$ cat src/include/srp_pkg.sv
// package of constants for the shared reset pin function select block
package srp_pkg;
  // ---------------------------------------------------------------
  // clocking
  // ---------------------------------------------------------------
  localparam int unsigned CORE_CLK_HZ = 125_000_000;
  localparam int unsigned ICG_NOMINAL_HZ = 16_000_000;
  localparam int unsigned BUS_CLK_HZ = 4_000_000;
  localparam int unsigned BUS_DIV = ICG_NOMINAL_HZ / BUS_CLK_HZ;
  localparam int unsigned CORE_PER_BUS = CORE_CLK_HZ / BUS_CLK_HZ;
  localparam int unsigned BUS_DIV_W = 6;
  // ---------------------------------------------------------------
  // reset values
  // ---------------------------------------------------------------
  localparam logic RST_RESET_FN = 1'b0;
  localparam logic RST_DEBUG_FN = 1'b1;
  localparam logic RST_IRQ_FN = 1'b0;
  localparam logic RST_IRQ_PULL_DIS = 1'b0;
  // ---------------------------------------------------------------
  // pin function of the shared reset-capable pin
  // ---------------------------------------------------------------
  typedef enum logic [3:0] {
    SRP_FN_GPIO = 4'h1,
    SRP_FN_IRQ = 4'h2,
    SRP_FN_CAPT = 4'h4,
    SRP_FN_RESET = 4'h8
  } srp_fn_t;
endpackage

$ cat src/rtl/srp_pull_cell.sv
// pull device control for one general purpose pin
`timescale 1ns/1ps
module srp_pull_cell (
  input wire logic i_clk,
  input wire logic i_rst,
  input wire logic i_pull_en,
  input wire logic i_drive_out,
  input wire logic i_key_en,
  input wire logic i_key_edge,
  output logic o_pullup,
  output logic o_pulldown
);
  wire pull_on = i_pull_en & ~i_drive_out; // RULE11 RULE17
  wire flip_down = i_key_en & i_key_edge; // RULE10
  always_ff @(posedge i_clk) begin
    if (i_rst) begin
      o_pullup <= 1'b0;
      o_pulldown <= 1'b0;
    end else begin
      o_pullup <= pull_on & ~flip_down;
      o_pulldown <= pull_on & flip_down; // RULE10
    end
  end
endmodule

$ cat src/rtl/srp_pin_select.sv
// shared reset pin and debug pin function select with pull control
// What this block does
// RULE1: user mode power-on: shared pin is input
// RULE2: reset enable bit turns pin to reset
// RULE3: reset function sticks until next power-on
// RULE4: low on reset pin resets whole chip
// RULE5: reset function forces internal pullup on
// RULE6: debug power-on: shared pin is reset
// RULE7: timer capture mode routes pin to capture
// RULE8: irq function gives selectable pull device
// RULE9: debug function enables debug pin pullup
// RULE10: key edge select turns pullup into pulldown
// RULE11: each input pin has own pullup enable
// RULE12: registers clock on bus clock enable
// RULE13: bus clock is 4 MHz from 16; the enable here divides the 125 MHz core clock by 31 instead
// RULE14: reset pin never enters debug mode
// RULE15: mode pin low at power-on forces debug
// RULE16: debug enable set after every reset
// RULE17: driven output disables pin pullup
`timescale 1ns/1ps
module srp_pin_select
  import srp_pkg::*;
#(
  parameter int unsigned N_GPIO = 4
) (
  input wire logic i_clk,
  input wire logic i_rst,
  input wire logic i_por,
  input wire logic i_opt_wr,
  input wire logic i_reset_pin_fn_enable,
  input wire logic i_irq_pin_fn_enable,
  input wire logic i_irq_pull_disable,
  input wire logic i_irq_rising,
  input wire logic i_debug_pin_fn_enable,
  input wire logic i_force_wr,
  input wire logic i_debug_force_reset_bit,
  input wire logic i_timer2_capture_mode,
  input wire logic i_shared_pin,
  input wire logic i_mode_select_pin,
  input wire logic i_debug_pin_drive,
  input wire logic [N_GPIO-1:0] i_gpio_pull_en,
  input wire logic [N_GPIO-1:0] i_gpio_drive_out,
  input wire logic [N_GPIO-1:0] i_key_pin_enable,
  input wire logic [N_GPIO-1:0] i_key_edge_select,
  output logic o_bus_clk_en,
  output logic o_chip_reset,
  output logic o_debug_halt_mode,
  output logic o_reset_fn_active,
  output logic o_debug_fn_active,
  output logic o_irq_fn_active,
  output logic [3:0] o_shared_fn,
  output logic o_port_a_bit5,
  output logic o_irq_in,
  output logic o_timer2_capture_in,
  output logic o_shared_pullup,
  output logic o_shared_pulldown,
  output logic o_debug_pullup,
  output logic [N_GPIO-1:0] o_gpio_pullup,
  output logic [N_GPIO-1:0] o_gpio_pulldown
);
  // ---------------------------------------------------------------
  // bus clock enable divider
  // ---------------------------------------------------------------
  localparam logic [BUS_DIV_W-1:0] DIV_LAST = BUS_DIV_W'(CORE_PER_BUS - 1);
  logic [BUS_DIV_W-1:0] div_r;
  wire div_wrap = (div_r == DIV_LAST);
  wire bus_tick = div_wrap; // RULE13
  always_ff @(posedge i_clk) begin
    if (i_rst | i_por) begin
      div_r <= '0;
      o_bus_clk_en <= 1'b0;
    end else begin
      div_r <= div_wrap ? '0 : div_r + 1'b1;
      o_bus_clk_en <= bus_tick;
    end
  end

  // ---------------------------------------------------------------
  // option bits
  // ---------------------------------------------------------------
  logic reset_fn_r;
  logic debug_fn_r;
  logic irq_fn_r;
  logic irq_pull_dis_r;
  logic debug_mode_r;
  logic por_seen_r;
  logic force_pend_r;
  wire opt_take = i_opt_wr & bus_tick; // RULE12
  // set only, cleared by power-on alone
  wire reset_fn_nxt = reset_fn_r | (opt_take & i_reset_pin_fn_enable); // RULE2 RULE3
  wire force_take = i_force_wr & bus_tick & i_debug_force_reset_bit;
  always_ff @(posedge i_clk) begin
    if (i_por) begin
      reset_fn_r <= RST_RESET_FN; // RULE1
      debug_fn_r <= RST_DEBUG_FN;
      irq_fn_r <= RST_IRQ_FN;
      irq_pull_dis_r <= RST_IRQ_PULL_DIS;
      debug_mode_r <= 1'b0;
      por_seen_r <= 1'b1;
      force_pend_r <= 1'b0;
    end else if (i_rst | o_chip_reset) begin
      debug_fn_r <= RST_DEBUG_FN; // RULE16
      irq_fn_r <= RST_IRQ_FN;
      irq_pull_dis_r <= RST_IRQ_PULL_DIS;
      por_seen_r <= 1'b0;
      force_pend_r <= 1'b0;
      // pin reset goes to user mode only
      if (o_chip_reset & ~force_pend_r)
        debug_mode_r <= 1'b0; // RULE14
      else if (force_pend_r)
        debug_mode_r <= ~i_mode_select_pin; // RULE15
    end else begin
      reset_fn_r <= reset_fn_nxt;
      if (por_seen_r) begin
        // first cycle out of power-on: sample mode select
        debug_mode_r <= ~i_mode_select_pin; // RULE15
        reset_fn_r <= ~i_mode_select_pin | reset_fn_r; // RULE6
        por_seen_r <= 1'b0;
      end
      if (opt_take) begin
        debug_fn_r <= i_debug_pin_fn_enable;
        irq_fn_r <= i_irq_pin_fn_enable;
        irq_pull_dis_r <= i_irq_pull_disable;
      end
      if (force_take)
        force_pend_r <= 1'b1;
    end
  end

  // ---------------------------------------------------------------
  // shared pin function decode, reset highest
  // ---------------------------------------------------------------
  srp_fn_t fn_sel;
  assign fn_sel = reset_fn_r ? SRP_FN_RESET :
                  i_timer2_capture_mode ? SRP_FN_CAPT : // RULE7
                  irq_fn_r ? SRP_FN_IRQ : SRP_FN_GPIO; // RULE1
  wire pin_reset = (fn_sel == SRP_FN_RESET) & ~i_shared_pin; // RULE4
  wire irq_pull_on = irq_fn_r & ~irq_pull_dis_r & ~reset_fn_r; // RULE8

  always_ff @(posedge i_clk) begin
    if (i_rst | i_por) begin
      o_chip_reset <= 1'b0;
      o_debug_halt_mode <= 1'b0;
      o_reset_fn_active <= 1'b0;
      o_debug_fn_active <= 1'b0;
      o_irq_fn_active <= 1'b0;
      o_shared_fn <= SRP_FN_GPIO;
      o_port_a_bit5 <= 1'b0;
      o_irq_in <= 1'b0;
      o_timer2_capture_in <= 1'b0;
      o_shared_pullup <= 1'b0;
      o_shared_pulldown <= 1'b0;
      o_debug_pullup <= 1'b0;
    end else begin
      // a forced reset is a single cycle pulse, so its tail cannot clear the mode it set
      o_chip_reset <= pin_reset | (force_pend_r & ~o_chip_reset); // RULE4
      o_debug_halt_mode <= debug_mode_r;
      o_reset_fn_active <= reset_fn_r;
      o_debug_fn_active <= debug_fn_r;
      o_irq_fn_active <= irq_fn_r;
      o_shared_fn <= fn_sel;
      o_port_a_bit5 <= (fn_sel == SRP_FN_GPIO) & i_shared_pin;
      o_irq_in <= (fn_sel == SRP_FN_IRQ) & i_shared_pin;
      o_timer2_capture_in <= (fn_sel == SRP_FN_CAPT) & i_shared_pin; // RULE7
      o_shared_pullup <= reset_fn_r | (irq_pull_on & ~i_irq_rising); // RULE5 RULE8
      o_shared_pulldown <= irq_pull_on & i_irq_rising; // RULE8
      o_debug_pullup <= debug_fn_r & ~i_debug_pin_drive; // RULE9 RULE17
    end
  end

  // ---------------------------------------------------------------
  // per pin pull devices of the general purpose port
  // ---------------------------------------------------------------
  genvar g;
  generate
    for (g = 0; g < N_GPIO; g++) begin : g_pull
      srp_pull_cell u_cell (
        .i_clk(i_clk),
        .i_rst(i_rst | i_por),
        .i_pull_en(i_gpio_pull_en[g]),
        .i_drive_out(i_gpio_drive_out[g]),
        .i_key_en(i_key_pin_enable[g]),
        .i_key_edge(i_key_edge_select[g]),
        .o_pullup(o_gpio_pullup[g]),
        .o_pulldown(o_gpio_pulldown[g])
      );
    end
  endgenerate
endmodule

$ cat config.mk
export PLATFORM = sky130hd
export DESIGN_NAME = srp_pin_select
export DESIGN_NICKNAME = d
export VERILOG_FILES = /design/src/include/srp_pkg.sv /design/src/rtl/srp_pull_cell.sv /design/src/rtl/srp_pin_select.sv
export SDC_FILE = /design/constraint.sdc
export NUM_CORES = 1
export LEC_CHECK = 0
export BUFFER_PORTS_ARGS = -buffer_cell sky130_fd_sc_hd__buf_4
export CORE_MARGIN = 2
export CORE_UTILIZATION = 46
export CTS_CLUSTER_SIZE = 12
export DETAILED_ROUTE_END_ITERATION = 12
export GPL_TIMING_DRIVEN = 0
export PLACE_DENSITY = 0.77
export SYNTH_ARGS = -nofsm -noshare
export SYNTH_HDL_FRONTEND = slang
export SYNTH_SLANG_ARGS = --single-unit
export TNS_END_PERCENT = 10
$ cat constraint.sdc
create_clock -name i_clk -period 1.5 [get_ports i_clk]
set_input_delay 0.15 -clock i_clk [delete_from_list [all_inputs] [get_ports i_clk]]
set_output_delay 0.15 -clock i_clk [all_outputs]
set_load 0.005 [all_outputs]
== Yosys cells after proc, flatten, opt, wreduce, memory -nomap -nowiden ==
Index checks and enable logic that the tools add are counted.

* Divide/modulo/power cells: 0
* Multipliers: 0
* Mux-type cells: 9
* Bitwise operators: 53
* Reduce and logical (&&, ||, !) cells: 4
* Shift-type cells: 0
* Order comparisons: 0
* Equal/unequal tests: 6
* Add/subtract/negate cells: 1

{| class="wikitable"
|+ Operators by type and width
! kind !! number
|-
| $and A1 B1 Y1 || 31
|-
| $not A1 Y1 || 16
|-
| $add A6 B1 Y6 const B || 1
|-
| $eq A6 B5 Y1 const B || 1
|-
| $mux W1 || 6
|-
| $or A1 B1 Y1 || 6
|-
| $eq A4 B1 Y1 const B || 1
|-
| $eq A4 B2 Y1 const B || 1
|-
| $eq A4 B3 Y1 const B || 1
|-
| $eq A4 B4 Y1 const B || 1
|-
| $mux W4 || 1
|-
| $reduce_or A2 Y1 || 2
|-
| $mux W3 || 1
|-
| $ne A3 B2 Y1 const B || 1
|-
| $mux W2 || 1
|-
| $reduce_and A2 Y1 || 1
|-
| $reduce_bool A2 Y1 || 1
|}

* Input bits: 31
* Logic and storage cells: 102
* Memories kept: 0
* Latch bits: 0
* Memory bits (read-only): 0
* RAM bits: 0
* Register bits after elaboration: 37

== Logic depth before layout (Yosys ltp) ==
* Word-level depth: 6
* Gate-level depth with buffers: 5
* Depth with buffers taken out: 5

== Modules after synthesis ==
From an unflattened synthesis, not the netlist that was laid out.

* Cell total of the unflattened synthesis: 123
* Area total of the unflattened synthesis: 1248.7 µm²

{| class="wikitable"
|+ Modules (own cells, without submodules)
! module !! cells an instance !! area an instance (µm²) !! instances
|-
| srp_pin_select || 99 || 988.4 || 1
|-
| srp_pull_cell || 6 || 65.1 || 4
|}

== Worst setup path after synthesis ==
Ideal clock, no wire load.

* Kind: register to register
* From: register div_r[0]
* To: register div_r[5]
* Required time: 1424 ps
* Setup time: 76 ps
* Buffers on the path: 0
* Stages on the path, launching flop included: 5
* Setup slack: 281 ps
* Arrival: 1143 ps
* Clock period less this slack: 1219 ps
* Path through: dfxtp_1 > inv_1 > ha_1 > a2111o_1 > a21boi_0

* Word-level cells in the longest chain between the ends: 2
* Elaborated cells between the ends (all ways): 3
* Those cells by class: add/sub (1); eq/ne (1); reduce/logical (1)

{| class="wikitable"
|+ RTL lines
! element !! line !! text
|-
| start: declaration || srp_pin_select.sv:65 || <nowiki>logic [BUS_DIV_W-1:0] div_r;</nowiki>
|-
| start signal: assignment || srp_pin_select.sv:73 || <nowiki>div_r <= div_wrap ? '0 : div_r + 1'b1;</nowiki>
|-
| branches (longest 2 deep; another with $add A6 B1 Y6) || - ||
|}

Several ways; the timed one is not identified.
A chain may end at the register's enable or synchronous reset.

==> qor.csv <==
metric;value;unit
gp_congestion;0.801;
ys_async_sr_fraction;0;
synth_edf_count;0;
postSynthCellCount;131;
clock.fmax;697;MHz
synth_top_family_by_area;simple AND/OR/NAND/NOR gates;
cp.required;1770;ps
io_buffer_count;53;
drt_iter0_drc;31;
cts_root_buf;clkbuf_4;
cap_violations;0;
worstSetupStartpoint;i_por;
crit_arrival;1700;ps
tightest_slew;344;ps
syn_area;1340;um2
power_density;952;nW/um2
wl_per_cell;11.7;um
r2r_start;div_r[0]$_SDFF_PP0_;
start_util;0.484;
setup_violations;0;
ant_nets;0;
yosys_warnings;0;
setup_tns;0;ps
vias;1154;
io-pin-count;55;
synth_mux_area_frac;0.0150;
path_clk_slew;100;ps
ys_seq_elements;36;
grt_max_degree;12;
path_class;in2reg;
skew;7.66;ps
vias_per_cell;4.91;
use_met3;0.0536;
hpwlAfterDp;1930;um
drc_errors;0;
rsz0062_at_grt;false;
cp-end-kind;flip-flop;
final_util;0.725;
use_met2;0.292;
drt-pass1-iter-count;4;
fp.dieW;57.9;um
cts_buffer_depth;2;
ys.flop_type;dfxtp_1;
diodes;0;
grt_first_pass_wirelength;4420;um
rows;19;
slew_headroom;0.769;
synth_compound_area_frac;0.0993;
post-cts-setup-buffer-count;0;
hp-class;in2reg;
wirelength;2740;um
synth_adder_area_share;0.0187;
htreeDepth;2;
final_layout_size_suffix_gt1_frac;0.392;
die_h;57.9;um
die_area;3350;um2
finalHoldViolations;0;
synth-xor-area-share;0.0197;
avgSynthCellArea;10.2;um2
p_leak;0.912;nW
overflow;0;
synthSimpleGateAreaFrac;0.232;
use_met1;0.211;
cts.sink_count;36;
status;complete, no violations;
busiest_layer;met2;
period_share;0.956;
area_growth;49.9;%
coreArea;2760;um2
antenna_found_initial;0;
min_period;1430;ps
yosysTopAreaCellShare;0.540;
clkLatencyLatePin;330;ps
numCtsBuffers;5;
final_area;2000;um2
synth_fp_nets;164;
grt_pass1_vias;1040;
ir_drop;1.04;mV
synth_top_area_cell;dfxtp_1;
grt_usage;0.174;
cp_max_fo;8;
ys_types;37;
cts_tree;built;
ys_top_cells_by_area;dfxtp_1, buf_4, nor2_1, nand2_1, a21oi_1;
worstSetupStartpointType;input pin;
ys_seq_area_frac;0.540;
nets;236;
hp-start;i_mode_select_pin;
dpl_cell_area;1770;um2
maxSlewViolCount;0;
==> stage by stage <==
stage               instances  hold slack (ps)  total power [mW]  setup WS, ps
global placement          215              263              1.15           171
CTS                       234             2.47              1.91          71.6
floorplan                 131              178              1.06           281
global route              235             6.35              1.98          20.6
finish                    235             10.3              1.90          66.0
detailed placement        215              267              1.15           127
==> placed cells by master (no fill, tap or decap), types with 3 or more instances in the layout <==
cell type / Yosys / final
o21ai_0: 5 / 5
nor2_1: 12 / 11
nand3b_1: 4 / 4
inv_1: 3 / 3
clkbuf_4: 0 / 6
and2_1: 4 / 4
a21oi_1: 6 / 6
nand2_1: 10 / 10
nor3b_1: 4 / 4
dfxtp_1: 36 / 36
nor3_1: 4 / 3
buf_4: 9 / 62
dlygate4sd3_1: 0 / 12
==> path summary, 6_finish.rpt <==
path / to / slack (ps) / cells after the start
worst max register to register: debug_fn_r$_SDFFE_PP1P_ / 160 / 5
worst min-delay path: debug_mode_r$_SDFFE_PP0P_ / 10 / 2
worst min register to register: o_debug_halt_mode$_SDFF_PP0_ / 460 / 1
worst max-delay path: reset_fn_r$_SDFFE_PP0P_ / 70 / 6
==> cell type report <==
class / count / area (um2)
Tap cell: 31 / 38.8
Buffer: 12 / 91.3
Clock buffer: 7 / 65.1
Sequential cell: 36 / 721
Inverter: 3 / 11.3
Multi-Input combinational cell: 80 / 526
Fill cell: 216 / 757
Timing Repair Buffer: 65 / 518
Clock inverter: 1 / 30.0
==> where the power goes <==
| part | internal (mW) | switching (mW) |
|---|---|---|
| Clock | 0.442 | 0.301 |
| Combinational | 0.114 | 0.0629 |
| Sequential | 0.974 | 0.00973 |
| Total | 1.53 | 0.374 |
==> sequential cells by signal, indices dropped and copies added, names as in the netlist, 3 cells and up <==
| register | flops |
|---|---|
| g_pull.u_cell.o_pulldown | 4 |
| g_pull.u_cell.o_pullup | 4 |
| div_r | 6 |
| o_shared_fn | 3 |
==> critical path, stage by stage <==
cell,delay (ps)
dlygate4sd3_1,540
buf_4,140
clkbuf_2,160
or3_4,360
nor4_2,230
o21bai_1,130
==> cells by family after synthesis <==
group / count (synthesis)
AND/OR/NAND/NOR: 52
flip-flops: 36
AO/OA/AOI/OAI: 21
buffers and inverters: 15
XOR/XNOR: 3
multiplexers: 2
adder cells (fa/ha/maj): 2
==> repair_timing <==
action / CTS / global route
setup endpoints to repair: 0 / 8
gates resized for setup: 0 / 4
hold endpoints to repair: 7 / 1
hold buffers: 11 / 1
==> cell usage after synthesis, types with 3 or more instances <==
cell       n
inv_1      3
a21oi_1    6
o21ai_0    5
nand2_1   10
nor3b_1    4
buf_4      9
nor3_1     4
and2_1     4
dfxtp_1   36
nor2_1    12
nand3b_1   4
==> routing by layer <==
layer | wire length [um] | vias to the layer above
met5 | 0 | -
met4 | 28 | 0
met3 | 170 | 4
met2 | 1330 | 40
met1 | 1210 | 522
li1 | - | 588
No activity file was read; power rests on OpenSTA's default activity.
